<file path="src/verilog/pcv_regs.vh">
// Purpose: Shared constants of the program counter and vectoring block
// Assumes: APB byte addresses, 32-bit data, one register per word
// Notes: Offsets of the register map and the control, stack pointer and port register reset values live here
`ifndef PCV_REGS_VH
`define PCV_REGS_VH

// Program counter and fixed vectors
`define PCV_PC_W 21
`define PCV_RESET_VECTOR 21'h000000
`define PCV_HIGH_VECTOR 21'h000008
`define PCV_LOW_VECTOR 21'h000018
`define PCV_PC_STEP 21'h000002

// Return stack geometry
`define PCV_SP_W 5
`define PCV_SP_TOP 5'h1f
`define PCV_SP_RESET 5'h00

// Register offsets
`define PCV_OFF_CTRL 8'h00
`define PCV_OFF_WAKE 8'h04
`define PCV_OFF_PC 8'h08
`define PCV_OFF_SP 8'h0c
`define PCV_OFF_TOS 8'h10
`define PCV_OFF_CMD 8'h14
`define PCV_OFF_PINS 8'h18
`define PCV_OFF_LATCH 8'h1c
`define PCV_OFF_DIR 8'h20
`define PCV_OFF_INSTR 8'h24

// Control register fields
`define PCV_CTRL_RUN 0
`define PCV_CTRL_SLEEP 1
`define PCV_CTRL_HIGH_PRIORITY_GLOBAL_IRQ_ENABLE 2
`define PCV_CTRL_LOW_PRIORITY_GLOBAL_IRQ_ENABLE 3
`define PCV_CTRL_STVR 4
`define PCV_CTRL_OSC_LO 8
`define PCV_CTRL_OSC_HI 10
`define PCV_CTRL_RESET 11'h010

// Oscillator modes that free the shared port pin
`define PCV_OSC_EXT_FREED 3'h5
`define PCV_OSC_RC_FREED 3'h6
`define PCV_FREED_BIT 6

// Wake flag fields
`define PCV_WAKE_HIGH 0
`define PCV_WAKE_LOW 1
`define PCV_WAKE_WDT 2

// Stack pointer register fields
`define PCV_SP_FULL 7
`define PCV_SP_UNDER 6

// Stack command fields
`define PCV_CMD_PUSH 0
`define PCV_CMD_POP 1
`define PCV_CMD_RET 2

// Port reset values (all inputs, latch clear)
`define PCV_DIR_RESET 8'hff
`define PCV_LATCH_RESET 8'h00

`endif

</file>
<file path="src/verilog/pcv_core.v">
// Purpose: Program counter, reset and interrupt vectoring, sleep wake-up
// Assumes: Interrupt and watchdog requests come from logic on clk
// Notes: APB slave with zero wait states; fetch runs beside it
// Notes on behaviour
// RL1: Program counter is 21 bits, covering a 2-Mbyte program space.
// RL2: Every reset restarts fetching at address zero.
// RL3: High priority vector sits at 0008h, low priority at 0018h.
// RL4: Interrupt wake with matching global enable loads the matching vector.
// RL5: Same wake pushes the current program counter onto the return stack top.
// RL6: Same wake advances the stack pointer to the next stack slot.
// RL7: Any interrupt or watchdog wake sets at least one wake flag.
// RL8: Port bit 6 works only in the two pin-freeing oscillator modes, else zero.
// RL9: Fetch and register accesses use separate buses and may coincide.
// RL10: Fetch above implemented memory returns zero, executing as no-op.
// RL11: A push increments the 5-bit pointer first, then writes the slot.
//
// The APB register port and the register offsets are this design's own decisions.
`include "pcv_regs.vh"

module pcv_core #(
  parameter PROG_BYTES = 32768,
  parameter STACK_DEPTH = 31
)
(
  input wire clk,
  input wire reset,
  input wire psel,
  input wire penable,
  input wire pwrite,
  input wire [7:0] paddr,
  input wire [31:0] pwdata,
  output reg [31:0] prdata,
  output reg pready,
  output reg pslverr,
  output wire [20:0] progAddr,
  output wire progRead,
  input wire [15:0] progData,
  output wire [15:0] instrWord,
  input wire irqHighReq,
  input wire irqLowReq,
  input wire wdtWake,
  output reg sleeping,
  input wire [7:0] portPinIn,
  output reg [7:0] portPinOut,
  output reg [7:0] portPinOeN
);

  // Pin 6 is only usable when the oscillator leaves it free
  function [7:0] portMask;
    input [2:0] oscMode;
    begin
      portMask = 8'hff;
      if (oscMode != `PCV_OSC_EXT_FREED && oscMode != `PCV_OSC_RC_FREED)
        portMask[`PCV_FREED_BIT] = 1'b0;
    end
  endfunction

  reg [20:0] pc;
  reg [10:0] ctrl;
  reg [2:0] wakeFlags;
  reg [7:0] portLatch;
  reg [7:0] portDir;
  reg [7:0] pinSync1;
  reg [7:0] pinSync2;
  reg [31:0] next_prdata;
  reg next_pslverr;

  wire [2:0] oscMode;
  wire [7:0] pinMask;
  wire wrEdge;
  wire setupPhase;
  wire wake;
  wire vectorHigh;
  wire vectorLow;
  wire ctrlWr;
  wire wakeWr;
  wire spWr;
  wire tosWr;
  wire cmdWr;
  wire pushReq;
  wire popReq;
  wire retReq;
  wire [4:0] stackPtr;
  wire [20:0] topWord;
  wire [20:0] popWord;
  wire fullFlag;
  wire underFlag;
  wire stackReset;
  wire fetchEn;

  assign oscMode = ctrl[`PCV_CTRL_OSC_HI:`PCV_CTRL_OSC_LO];
  assign pinMask = portMask(oscMode);

  // Writes land only at the access edge the master sees pready high
  assign setupPhase = psel && !penable;
  assign wrEdge = psel && penable && pready && pwrite;
  assign ctrlWr = wrEdge && (paddr == `PCV_OFF_CTRL);
  assign wakeWr = wrEdge && (paddr == `PCV_OFF_WAKE);
  assign spWr = wrEdge && (paddr == `PCV_OFF_SP);
  assign tosWr = wrEdge && (paddr == `PCV_OFF_TOS);
  assign cmdWr = wrEdge && (paddr == `PCV_OFF_CMD);

  // Wake sources; high priority outranks low when both arrive together
  assign wake = sleeping && (irqHighReq || irqLowReq || wdtWake);
  assign vectorHigh = wake && irqHighReq && ctrl[`PCV_CTRL_HIGH_PRIORITY_GLOBAL_IRQ_ENABLE];
  assign vectorLow = wake && !vectorHigh && irqLowReq && ctrl[`PCV_CTRL_LOW_PRIORITY_GLOBAL_IRQ_ENABLE];

  // Hardware push outranks a software stack command in the same cycle
  assign pushReq = vectorHigh || vectorLow || (cmdWr && pwdata[`PCV_CMD_PUSH]); // [RL5] [RL6]
  assign popReq = !pushReq && cmdWr && (pwdata[`PCV_CMD_POP] || pwdata[`PCV_CMD_RET]);
  assign retReq = popReq && pwdata[`PCV_CMD_RET];

  // Fetch keeps going while software uses the register bus
  assign fetchEn = ctrl[`PCV_CTRL_RUN] && !sleeping; // [RL9]

  pcv_return_stack #(
    .DEPTH(STACK_DEPTH)
  ) u_stack (
    .clk(clk),
    .reset(reset),
    .push(pushReq),
    .pop(popReq),
    .pushData(pc), // [RL5]
    .tosWrite(tosWr),
    .tosData(pwdata[20:0]),
    .spWrite(spWr),
    .spData(pwdata[4:0]),
    .clearFull(spWr && !pwdata[`PCV_SP_FULL]),
    .clearUnder(spWr && !pwdata[`PCV_SP_UNDER]),
    .overflowResetEn(ctrl[`PCV_CTRL_STVR]),
    .stackPtr(stackPtr),
    .topWord(topWord),
    .popWord(popWord),
    .fullFlag(fullFlag),
    .underFlag(underFlag),
    .stackReset(stackReset)
  );

  pcv_prog_fetch #(
    .PROG_BYTES(PROG_BYTES)
  ) u_fetch (
    .clk(clk),
    .reset(reset),
    .fetchEn(fetchEn),
    .pc(pc),
    .progData(progData),
    .progAddr(progAddr),
    .progRead(progRead),
    .instrWord(instrWord)
  );

  // Program counter: reset vector, interrupt vectors, returns, stepping
  always @(posedge clk)
  begin
    if (reset || stackReset)
    begin
      pc <= `PCV_RESET_VECTOR; // [RL2] [RL1]
    end
    else if (vectorHigh)
    begin
      pc <= `PCV_HIGH_VECTOR; // [RL3] [RL4] [RL6]
    end
    else if (vectorLow)
    begin
      pc <= `PCV_LOW_VECTOR; // [RL3] [RL4] [RL6]
    end
    else if (retReq)
    begin
      pc <= popWord;
    end
    else if (fetchEn)
    begin
      pc <= pc + `PCV_PC_STEP; // Wraps within the 2-Mbyte space
    end
  end

  // Sleep state; the sleep bit is a command, not a stored level
  always @(posedge clk)
  begin
    if (reset || stackReset)
    begin
      sleeping <= 1'b0;
    end
    else if (wake)
    begin
      sleeping <= 1'b0;
    end
    else if (ctrlWr && pwdata[`PCV_CTRL_SLEEP])
    begin
      sleeping <= 1'b1;
    end
  end

  // Control register
  always @(posedge clk)
  begin
    if (reset)
    begin
      ctrl <= `PCV_CTRL_RESET;
    end
    else if (ctrlWr)
    begin
      ctrl <= pwdata[10:0] & 11'h71d; // Sleep bit never stored
    end
  end

  // Wake flags: sticky, write one to clear, a new wake beats the clear
  always @(posedge clk)
  begin
    if (reset)
    begin
      wakeFlags <= 3'h0;
    end
    else
    begin
      wakeFlags[`PCV_WAKE_HIGH] <= (wake && irqHighReq) ||
        (wakeFlags[`PCV_WAKE_HIGH] && !(wakeWr && pwdata[`PCV_WAKE_HIGH])); // [RL7]
      wakeFlags[`PCV_WAKE_LOW] <= (wake && irqLowReq) ||
        (wakeFlags[`PCV_WAKE_LOW] && !(wakeWr && pwdata[`PCV_WAKE_LOW])); // [RL7]
      wakeFlags[`PCV_WAKE_WDT] <= (wake && wdtWake) ||
        (wakeFlags[`PCV_WAKE_WDT] && !(wakeWr && pwdata[`PCV_WAKE_WDT])); // [RL7]
    end
  end

  // Port latch and direction; bit 6 forced clear unless the pin is freed
  always @(posedge clk)
  begin
    if (reset)
    begin
      portLatch <= `PCV_LATCH_RESET;
      portDir <= `PCV_DIR_RESET;
    end
    else
    begin
      if (wrEdge && paddr == `PCV_OFF_LATCH)
        portLatch <= pwdata[7:0] & pinMask; // [RL8]
      else
        portLatch <= portLatch & pinMask; // [RL8]
      if (wrEdge && paddr == `PCV_OFF_DIR)
        portDir <= pwdata[7:0] & pinMask; // [RL8]
      else
        portDir <= portDir & pinMask; // [RL8]
    end
  end

  // Pin drivers from flops; a disabled pin 6 is never driven
  always @(posedge clk)
  begin
    if (reset)
    begin
      portPinOut <= 8'h00;
      portPinOeN <= 8'hff;
    end
    else
    begin
      portPinOut <= portLatch & pinMask;
      portPinOeN <= portDir | ~pinMask; // [RL8]
    end
  end

  // Pins are asynchronous; two flops before anything reads them
  always @(posedge clk)
  begin
    if (reset)
    begin
      pinSync1 <= 8'h00;
      pinSync2 <= 8'h00;
    end
    else
    begin
      pinSync1 <= portPinIn;
      pinSync2 <= pinSync1;
    end
  end

  // Read mux, evaluated in the setup cycle
  always @*
  begin
    next_prdata = 32'h00000000;
    next_pslverr = 1'b0;
    case (paddr)
      `PCV_OFF_CTRL: next_prdata = {21'h000000, ctrl};
      `PCV_OFF_WAKE: next_prdata = {29'h00000000, wakeFlags};
      `PCV_OFF_PC: next_prdata = {11'h000, pc};
      `PCV_OFF_SP: next_prdata = {24'h000000, fullFlag, underFlag, 1'b0, stackPtr};
      `PCV_OFF_TOS: next_prdata = {11'h000, topWord};
      `PCV_OFF_CMD: next_prdata = 32'h00000000;
      `PCV_OFF_PINS: next_prdata = {24'h000000, pinSync2 & pinMask}; // [RL8]
      `PCV_OFF_LATCH: next_prdata = {24'h000000, portLatch};
      `PCV_OFF_DIR: next_prdata = {24'h000000, portDir};
      `PCV_OFF_INSTR: next_prdata = {16'h0000, instrWord};
      default: next_pslverr = 1'b1;
    endcase
  end

  // APB answer: one access cycle, zero wait states
  always @(posedge clk)
  begin
    if (reset)
    begin
      prdata <= 32'h00000000;
      pready <= 1'b0;
      pslverr <= 1'b0;
    end
    else if (setupPhase)
    begin
      prdata <= pwrite ? 32'h00000000 : next_prdata;
      pready <= 1'b1;
      pslverr <= next_pslverr;
    end
    else
    begin
      pready <= 1'b0;
      pslverr <= 1'b0;
    end
  end

endmodule

</file>
<file path="src/verilog/pcv_prog_fetch.v">
// Purpose: Program memory fetch port with out-of-range zero fill
// Assumes: Memory answers combinationally for the address it is shown
// Notes: Words past the implemented size come back as zero, a no-op
`include "pcv_regs.vh"

module pcv_prog_fetch #(
  parameter PROG_BYTES = 32768
)
(
  input wire clk,
  input wire reset,
  input wire fetchEn,
  input wire [20:0] pc,
  input wire [15:0] progData,
  output reg [20:0] progAddr,
  output reg progRead,
  output reg [15:0] instrWord
);

  // Implemented range check, shared by every fetch
  function inRange;
    input [20:0] addr;
    begin
      inRange = ({11'h000, addr} < PROG_BYTES);
    end
  endfunction

  reg addrInRange;

  // Address goes out one cycle, the word is captured the next
  always @(posedge clk)
  begin
    if (reset)
    begin
      progAddr <= `PCV_RESET_VECTOR;
      progRead <= 1'b0;
      addrInRange <= 1'b0;
      instrWord <= 16'h0000;
    end
    else
    begin
      progRead <= fetchEn;
      if (fetchEn)
      begin
        progAddr <= pc;
        addrInRange <= inRange(pc);
      end
      if (progRead)
      begin
        instrWord <= addrInRange ? progData : 16'h0000; // [RL10]
      end
    end
  end

endmodule

</file>
<file path="src/verilog/pcv_return_stack.v">
// Purpose: 31-deep by 21-bit hardware return stack with 5-bit pointer
// Assumes: At most one of push, pop in a cycle; the caller arbitrates
// Notes: Slot 0 holds no data, it is only the empty position
`include "pcv_regs.vh"

module pcv_return_stack #(
  parameter DEPTH = 31
)
(
  input wire clk,
  input wire reset,
  input wire push,
  input wire pop,
  input wire [20:0] pushData,
  input wire tosWrite,
  input wire [20:0] tosData,
  input wire spWrite,
  input wire [4:0] spData,
  input wire clearFull,
  input wire clearUnder,
  input wire overflowResetEn,
  output reg [4:0] stackPtr,
  output wire [20:0] topWord,
  output wire [20:0] popWord,
  output reg fullFlag,
  output reg underFlag,
  output reg stackReset
);

  reg [20:0] slots [0:31];
  wire [4:0] nextPtr;
  wire atTop;
  wire atEmpty;

  assign nextPtr = stackPtr + 5'h01;
  assign atTop = (stackPtr == DEPTH[4:0]);
  assign atEmpty = (stackPtr == `PCV_SP_RESET);
  // Empty slot reads zero, so an underflow return lands on the reset vector
  assign topWord = atEmpty ? `PCV_RESET_VECTOR : slots[stackPtr];
  assign popWord = topWord;

  // Pointer moves first, then the addressed slot takes the pushed word
  always @(posedge clk)
  begin
    stackReset <= 1'b0;
    if (reset)
    begin
      stackPtr <= `PCV_SP_RESET;
    end
    else if (push)
    begin
      if (atTop)
      begin
        slots[stackPtr] <= pushData; // Overwrites the last slot
      end
      else
      begin
        stackPtr <= nextPtr; // [RL11]
        slots[nextPtr] <= pushData; // [RL11]
        if (nextPtr == DEPTH[4:0] && overflowResetEn)
        begin
          stackReset <= 1'b1;
        end
      end
    end
    else if (pop)
    begin
      if (atEmpty)
      begin
        stackReset <= overflowResetEn;
      end
      else
      begin
        stackPtr <= stackPtr - 5'h01;
      end
    end
    else if (tosWrite && !atEmpty)
    begin
      slots[stackPtr] <= tosData;
    end
    else if (spWrite)
    begin
      stackPtr <= spData;
    end
  end

  // Sticky flags; a new event wins over a software clear in the same cycle
  always @(posedge clk)
  begin
    if (reset)
    begin
      fullFlag <= 1'b0;
      underFlag <= 1'b0;
    end
    else
    begin
      if (push && (atTop || nextPtr == DEPTH[4:0]))
        fullFlag <= 1'b1;
      else if (clearFull)
        fullFlag <= 1'b0;
      if (pop && atEmpty)
        underFlag <= 1'b1;
      else if (clearUnder)
        underFlag <= 1'b0;
    end
  end

endmodule
</file>
<file path="config.mk">
export PLATFORM = sky130hd
export DESIGN_NAME = pcv_core
export DESIGN_NICKNAME = d
export VERILOG_FILES = /design/src/verilog/pcv_core.v /design/src/verilog/pcv_prog_fetch.v /design/src/verilog/pcv_return_stack.v
export VERILOG_INCLUDE_DIRS = /design/src /design/src/verilog
export SDC_FILE = /design/constraint.sdc
export NUM_CORES = 1
export LEC_CHECK = 0
export ABC_CLOCK_PERIOD_IN_PS = 8300
export BUFFER_PORTS_ARGS = -buffer_cell sky130_fd_sc_hd__buf_2
export CORE_UTILIZATION = 57
export DETAILED_ROUTE_END_ITERATION = 8
export PLACE_DENSITY = 0.86
export SYNTH_ARGS = -nofsm -noshare
export SYNTH_HDL_FRONTEND = slang
export SYNTH_SLANG_ARGS = --single-unit
</file>
<file path="constraint.sdc">
create_clock -name clk -period 8.3 [get_ports clk]
set_input_delay 0.83 -clock clk [delete_from_list [all_inputs] [get_ports clk]]
set_output_delay 0.83 -clock clk [all_outputs]
set_load 0.01 [all_outputs]
</file>
; Word level (Yosys, flattened, before mapping)
; Memory sizes are Yosys's and may differ from the RTL's. A register that Yosys moved wholly into a read port is not among the register bits.
; Index checks and enable logic that the tools add are counted.
[totals]
regBits = 161
latch_bits = 0
ram_bits = 672
mem_bits_ro = 0
input_bits = 72
out_inout_bits = 89
elab_cells = 172
mem_count = 1
[mem_list]
columns = memory, words, word_bits, rd, rd_clocked_by_memory_dff, wr, line_no
row1 = u_stack.slots, 32, 21, 1, 1, 1, pcv_return_stack.v:30  ; reg [20:0] slots [0:31];
[op_classes]
addsub = 3
mul = 0
div = 0
magnitude_cmp = 1
eq_ne = 16
shifts = 0
n_mux = 47
bitwise_logic = 8
n_reduce_logical = 73
[ops]
columns = cell, count
row1 = 21-bit one-hot mux with 9 select lines, 1
row2 = 21-bit 2-to-1 mux, 5
row3 = 5-bit 2-to-1 mux, 10
row4 = 1-bit logical AND, 38
row5 = 8-bit AND, 4
row6 = "8-bit by 5-bit == test with 1-bit output, second input constant", 4
row7 = 32-bit 2-to-1 mux, 1
row8 = 1-bit 2-to-1 mux, 26
row9 = "21-bit by 2-bit adder with 21-bit output, second input constant", 1
row10 = "21-bit by 16-bit < comparator with 1-bit output, second input constant", 1
row11 = 21-bit OR reduction, 1
row12 = "8-bit by 4-bit == test with 1-bit output, second input constant", 2
row13 = "8-bit by 6-bit == test with 1-bit output, second input constant", 2
row14 = 16-bit 2-to-1 mux, 1
row15 = 8-bit 2-to-1 mux, 2
row16 = "3-bit != test, second input constant", 4
row17 = "5-bit == test, second input constant", 2
row18 = 1-bit zero test, 10
row19 = 1-bit logical OR, 10
row20 = 10-bit OR reduction, 1
row21 = "8-bit by 3-bit == test with 1-bit output, second input constant", 1
row22 = 8-bit zero test, 1
row23 = 8-bit NOT, 1
row24 = 8-bit bitwise OR, 1
row25 = other kinds (13), 18

; Logic depth before layout (Yosys ltp)
[logic_depth]
ltp_word = 20
ltp_mapped = 11
depth_no_buf = 9

; Modules after synthesis
; Synthesis repeated with hierarchy kept, for this count alone.
[unflattened]
cells_unflattened = 1972
area_unflattened_um2 = 33628.5
[by_module_without_submodules]
columns = mod, n_inst, cells_per_inst, area_each_um2, seq_area_each_um2
row1 = pcv_return_stack, 1, 1265, 27253.6, 20439.6
row2 = pcv_core, 1, 561, 4938.5, 2062.0
row3 = pcv_prog_fetch, 1, 146, 1436.4, 780.7

; Worst setup path after synthesis
; OpenSTA, ideal clock, no wires.
[synth_timing]
path_kind = input port to flip-flop
startpoint = input port paddr[5]
endpoint = memory u_stack.slots[29][0], enable pin
setup_time_ns = 0.399
arrival_ns = 3.645
t_required_ns = 7.901
path_slack_ns = 4.256
stages = 7
path_buffers = 1
path_cell_list = or4b_1 or3_1 clkbuf_1 nor4b_4 a221o_2 nand2_1 nor2_1
[synth_via]
elab_chain_cells = 13
elab_cells_between_ends = 25
classes_between = 2 x eq/ne / 13 x mux / 1 x bitwise / 9 x reduce/logical
[synth_rtl]
columns = item, line_no
row1 = from (decl), pcv_core.v:30  ; input wire [7:0] paddr,
row2 = 8-bit by 5-bit == test with 1-bit output, -
row3 = 1-bit logical AND, pcv_core.v:101  ; assign cmdWr = wrEdge && (paddr == `PCV_OFF_CMD);
row4 = 1-bit logical AND, pcv_core.v:109  ; assign pushReq = vectorHigh || vectorLow || (cmdWr && pwdata[`PCV_CMD_PUSH]);
row5 = 1-bit logical OR, pcv_core.v:109
row6 = 1-bit zero test, pcv_core.v:110  ; assign popReq = !pushReq && cmdWr && (pwdata[`PCV_CMD_POP] || pwdata[`PCV_CMD_RET]);
row7 = 1-bit logical AND (2 in a row), pcv_core.v:110
row8 = 1-bit 2-to-1 mux, pcv_return_stack.v:66  ; else if (pop)
row9 = 1-bit 2-to-1 mux, pcv_return_stack.v:50  ; else if (push)
row10 = 1-bit 2-to-1 mux, pcv_return_stack.v:46  ; if (reset)
row11 = 1-bit 2-to-1 mux (not written as such), pcv_return_stack.v:79  ; slots[stackPtr] <= tosData;
row12 = 1-bit bitwise OR (no source line), -
row13 = 1-bit 2-to-1 mux (no source line), -
row14 = to (decl), pcv_return_stack.v:30
; Several ways; a longest one is shown, not always the timed one.

; Worst setup path after layout
[layout_timing]
startpoint = register u_stack.stackPtr[0]
endpoint = memory u_stack.slots[0][9], enable pin
[layout_via]
elab_chain_cells = 10
elab_cells_between_ends = 22
classes_between = 1 x add/sub / 1 x eq/ne / 15 x mux / 1 x bitwise / 4 x reduce/logical
[layout_rtl]
columns = item, line_no
row1 = from (decl), pcv_return_stack.v:22  ; output reg [4:0] stackPtr,
row2 = from (signal assigned), pcv_return_stack.v:48  ; stackPtr <= `PCV_SP_RESET;
row3 = from (signal assigned), pcv_return_stack.v:58  ; stackPtr <= nextPtr;
row4 = from (signal assigned), pcv_return_stack.v:74  ; stackPtr <= stackPtr - 5'h01;
row5 = 5-bit zero test (no source line), -
row6 = 1-bit zero test, pcv_return_stack.v:77  ; else if (tosWrite && !atEmpty)
row7 = 1-bit logical AND, pcv_return_stack.v:77
row8 = 1-bit 2-to-1 mux, pcv_return_stack.v:77
row9 = 1-bit 2-to-1 mux, pcv_return_stack.v:66
row10 = 1-bit 2-to-1 mux, pcv_return_stack.v:50
row11 = 1-bit 2-to-1 mux, pcv_return_stack.v:46
row12 = 1-bit 2-to-1 mux (not written as such), pcv_return_stack.v:79
row13 = 1-bit bitwise OR (no source line), -
row14 = 1-bit 2-to-1 mux (no source line), -
; Several ways; a longest one is shown, not always the timed one.

==> flow_summary.yaml <==
outcome:
  status: "complete, no violations"
job:
  drv_cap: 0
critical_path:
  cp_common_cell: "buf_4"
  slowest_stage: "nor2_2"
  max_stage_delay_ns: 1.09
  crit_chain: "inv_1 > ha_1 > nor4b_2 > buf_4 > or3_1 > nor4b_4 > buf_4 > a221o_2 > nand2_1 > nor2_2"
  start_kind: "register"
  worst_ep_arrival_time_ns: 5.16
  cp-end-kind: "register"
  path_class: "reg -> reg"
  cpLargestDelayFamily: "simple AND/OR/NAND/NOR gates"
  crit_buf_inv: 3
  worstPathRequired_ns: 8.53
  crit_fanout: 27
synthesis:
  synth_top_area_share: 0.6108
  synth_flop_cell: "edfxtp_1"
  avgSynthCellArea_sq_um: 16.53
  async_flop_share: 0
  synth.distinct_cells: 69
  synth_edf_count: 672
  synth_warnings: 0
  synthCells: 1999
  synth_top_cell_by_area: "edfxtp_1"
  seq_area_frac_synth: 0.7047
  synth_area_leaders: "edfxtp_1, mux4_2, dfxtp_1"
  synth_area_sq_um: 33040
  synth_seq_cells: 827
timing:
  clock_skew_ns: 0.02674
  timing.fmax_ghz: 0.2030
  hold_violations: 0
  fin_crit_sh: 0.5934
  finalSetupTns_ns: 0
  worst_pin_slew_ns: 1.410
  report.final.slew_viol_count: 0
  setup_viol: 0
  period_needed_ns: 4.925
  rsz0062_at_grt: "no"
  relSlewSlack: 0.05866
drt:
  drc: 0
  drtAntennaViolNets: 0
  drt_first_pass_iters: 8
  wl_mm: 90.20
  post_drt_wl_per_cell_um: 30.41
  viasPerCell: 6.869
  vias: 20370
  first_iter_violations: 2868
power:
  power_density_nw_per_um2: 215.4
  p_leak_nw: 12.43
  power_frac_comb: 0.009
  switching_share: 0.2024
  p_int_mw: 6.376
  peakVddDrop_mv: 0.1587
  seq_power_share: 0.553
  pwr-share-clk: 0.438
  power_mw: 7.994
  p_sw_mw: 1.618
clock_network:
  cts_hold_buf: 0
  clockRootBuffer: "clkbuf_16"
  clkLatencyLatePin_ns: 0.64
  cts_resized: 0
  cts_buffers: 80
  clk_path_buf_depth: 3
  htreeDepth: 3
  path_clk_slew_ns: 0.07
  post-cts-setup-buffer-count: 0
  clock-sinks: 827
  tritoncts: "done"
die:
  coreArea_sq_um: 56820
  rows: 87
  start_util: 0.5815
  die_w_um: 242.8
  num_io_pins: 161
  die_h_um: 242.8
  die-area_sq_um: 58930
placement:
  place_inst: 2824
  numPortBuffers: 138
  globalplace.congestion: 0.9212
  dp_hpwl_mm: 52.78
global_route:
  grt_overflow_total: 0
  grt_start_max_net_pins: 125
  grt.total_usage: 0.3094
  antenna_found_initial: 0
  grt_pass1_wl_mm: 133.6
  grt_pass1_vias: 20350
layout:
  fill_cells: 3596
  fin_cells: 2966
  syn_to_final_growth_pct: 12.31
  drive_gt1_frac: 0.2511
  fin_nets: 2228
  diodes: 0
worst_hold_path:
  hp-class: "in -> reg"
[through the flow]
| step | area, sq um | util | worst slack (ns) | hold slack [ns] |
|---|---|---|---|---|
| 5_1_grt | 37110 | 0.6530 | 3.299 | 0.4260 |
| 4_1_cts | 37110 | 0.6530 | 3.533 | 0.4011 |
| 3_5_place_dp | 34630 | 0.6095 | 3.547 | 0.4270 |
| 3_3_place_gp | 34630 | 0.6095 | 3.554 | 0.4214 |
| 2_1_floorplan | 33080 | - | 4.256 | 0.4138 |
| 6_report | 37110 | 0.6530 | 3.375 | 0.4236 |
[registers in the layout, indices dropped and copies added (netlist names), named ones only]
register and cells:
portLatch 8, u_stack.stackPtr 5, u_fetch.progRead 1, u_fetch.instrWord 16
u_fetch.progAddr 21, u_stack.stackReset 1, portDir 8, ctrl 7
pslverr 1, u_stack.slots 672, u_stack.underFlag 1, pinSync1 8
prdata 21, sleeping 1, u_fetch.addrInRange 1, pinSync2 8
wakeFlags 3, u_stack.fullFlag 1, pc 20, pready 1
portPinOut 8, portPinOeN 8
[final timing paths]
| path | from | cells after the start | slack [ns] | end |
|---|---|---|---|---|
| max | u_stack.stackPtr[0] | 10 | 3.37 | u_stack.slots[0][9] |
| min | portPinIn[7] | 2 | 0.42 | pinSync1[7] |
| max reg2reg | u_stack.stackPtr[0] | 10 | 3.37 | u_stack.slots[0][9] |
| min reg2reg | pinSync1[1] | 1 | 0.43 | pinSync2[1] |
[worst reg2reg max path, cell delays in order (launching register included)]
cell,delay [ns]
dfxtp_1,0.71
inv_1,0.31
ha_1,0.27
nor4b_2,0.15
buf_4,0.24
or3_1,0.53
nor4b_4,0.29
buf_4,0.41
a221o_2,0.33
nand2_1,0.19
nor2_2,1.09
[cells in the mapped netlist, types with 22 or more instances]
cell,n
clkbuf_1,78
dfxtp_1,155
o21ai_0,31
nor2_1,104
mux2i_1,80
mux4_2,164
buf_4,22
a21oi_1,72
mux2_2,33
nand2_1,181
nand3_1,43
edfxtp_1,672
nor2b_1,45
[cells by family (layout without fill, tap and decap cells)]
logic type / after synthesis / in the layout / share of synthesized area
fa+ha+maj: 6 / 6 / 0.002272
flops: 827 / 827 / 0.7047
mux: 277 / 277 / 0.1473
buf+inv: 146 / 347 / 0.02018
other cells: 1 / 11 / 0.0001135
simple gates: 469 / 469 / 0.06703
compound gates: 245 / 245 / 0.05101
xor+xnor: 28 / 28 / 0.007423
[routing by layer]
metal | track usage | part of all wire | vias up
li1 | - | - | 8133
met1 | 0.4014 | 0.35 | 10130
met2 | 0.5112 | 0.49 | 1794
met3 | 0.05728 | 0.11 | 320
met4 | 0.1406 | 0.049 | 0
met5 | 0 | 0 | -
[final cells by class]
type,count,area [sq um],share of cell area
Timing Repair Buffer,187,1086,0.02927
Clock inverter,34,312.8,0.008430
Clock buffer,108,2160,0.05820
Multi-Input combinational cell,1036,9244,0.2491
Inverter,18,67.56,0.001821
Tap cell,756,945.9,0.02549
Sequential cell,827,23290,0.6277
[power groups by stage]
stage	combinational (mW)	sequential (mW)	clock [mW]
after global placement	0.0649	4.51	0
after detailed placement	0.0661	4.51	0
final	0.0682	4.42	3.50
after CTS	0.0664	4.42	3.52
after global routing	0.0721	4.42	3.67
after floorplan	0.0368	4.51	0
[placed cells by master, fill, tap and decap left out, types with 13 or more instances in the layout]
cell type / instances
edfxtp_1: 672
nand2_1: 181
mux4_2: 164
dfxtp_1: 152
buf_2: 137
mux2i_1: 80
clkbuf_16: 80
nor2_1: 72
a21oi_1: 72
buf_4: 48
nor2b_1: 44
nand3_1: 43
mux2_2: 33
nor2_2: 32
o21ai_0: 27
clkbuf_1: 21
xnor2_1: 19
a221oi_1: 19
inv_1: 16
o22ai_1: 16
a22oi_1: 15
and3_1: 13
No activity file was read; power rests on OpenSTA's default activity.
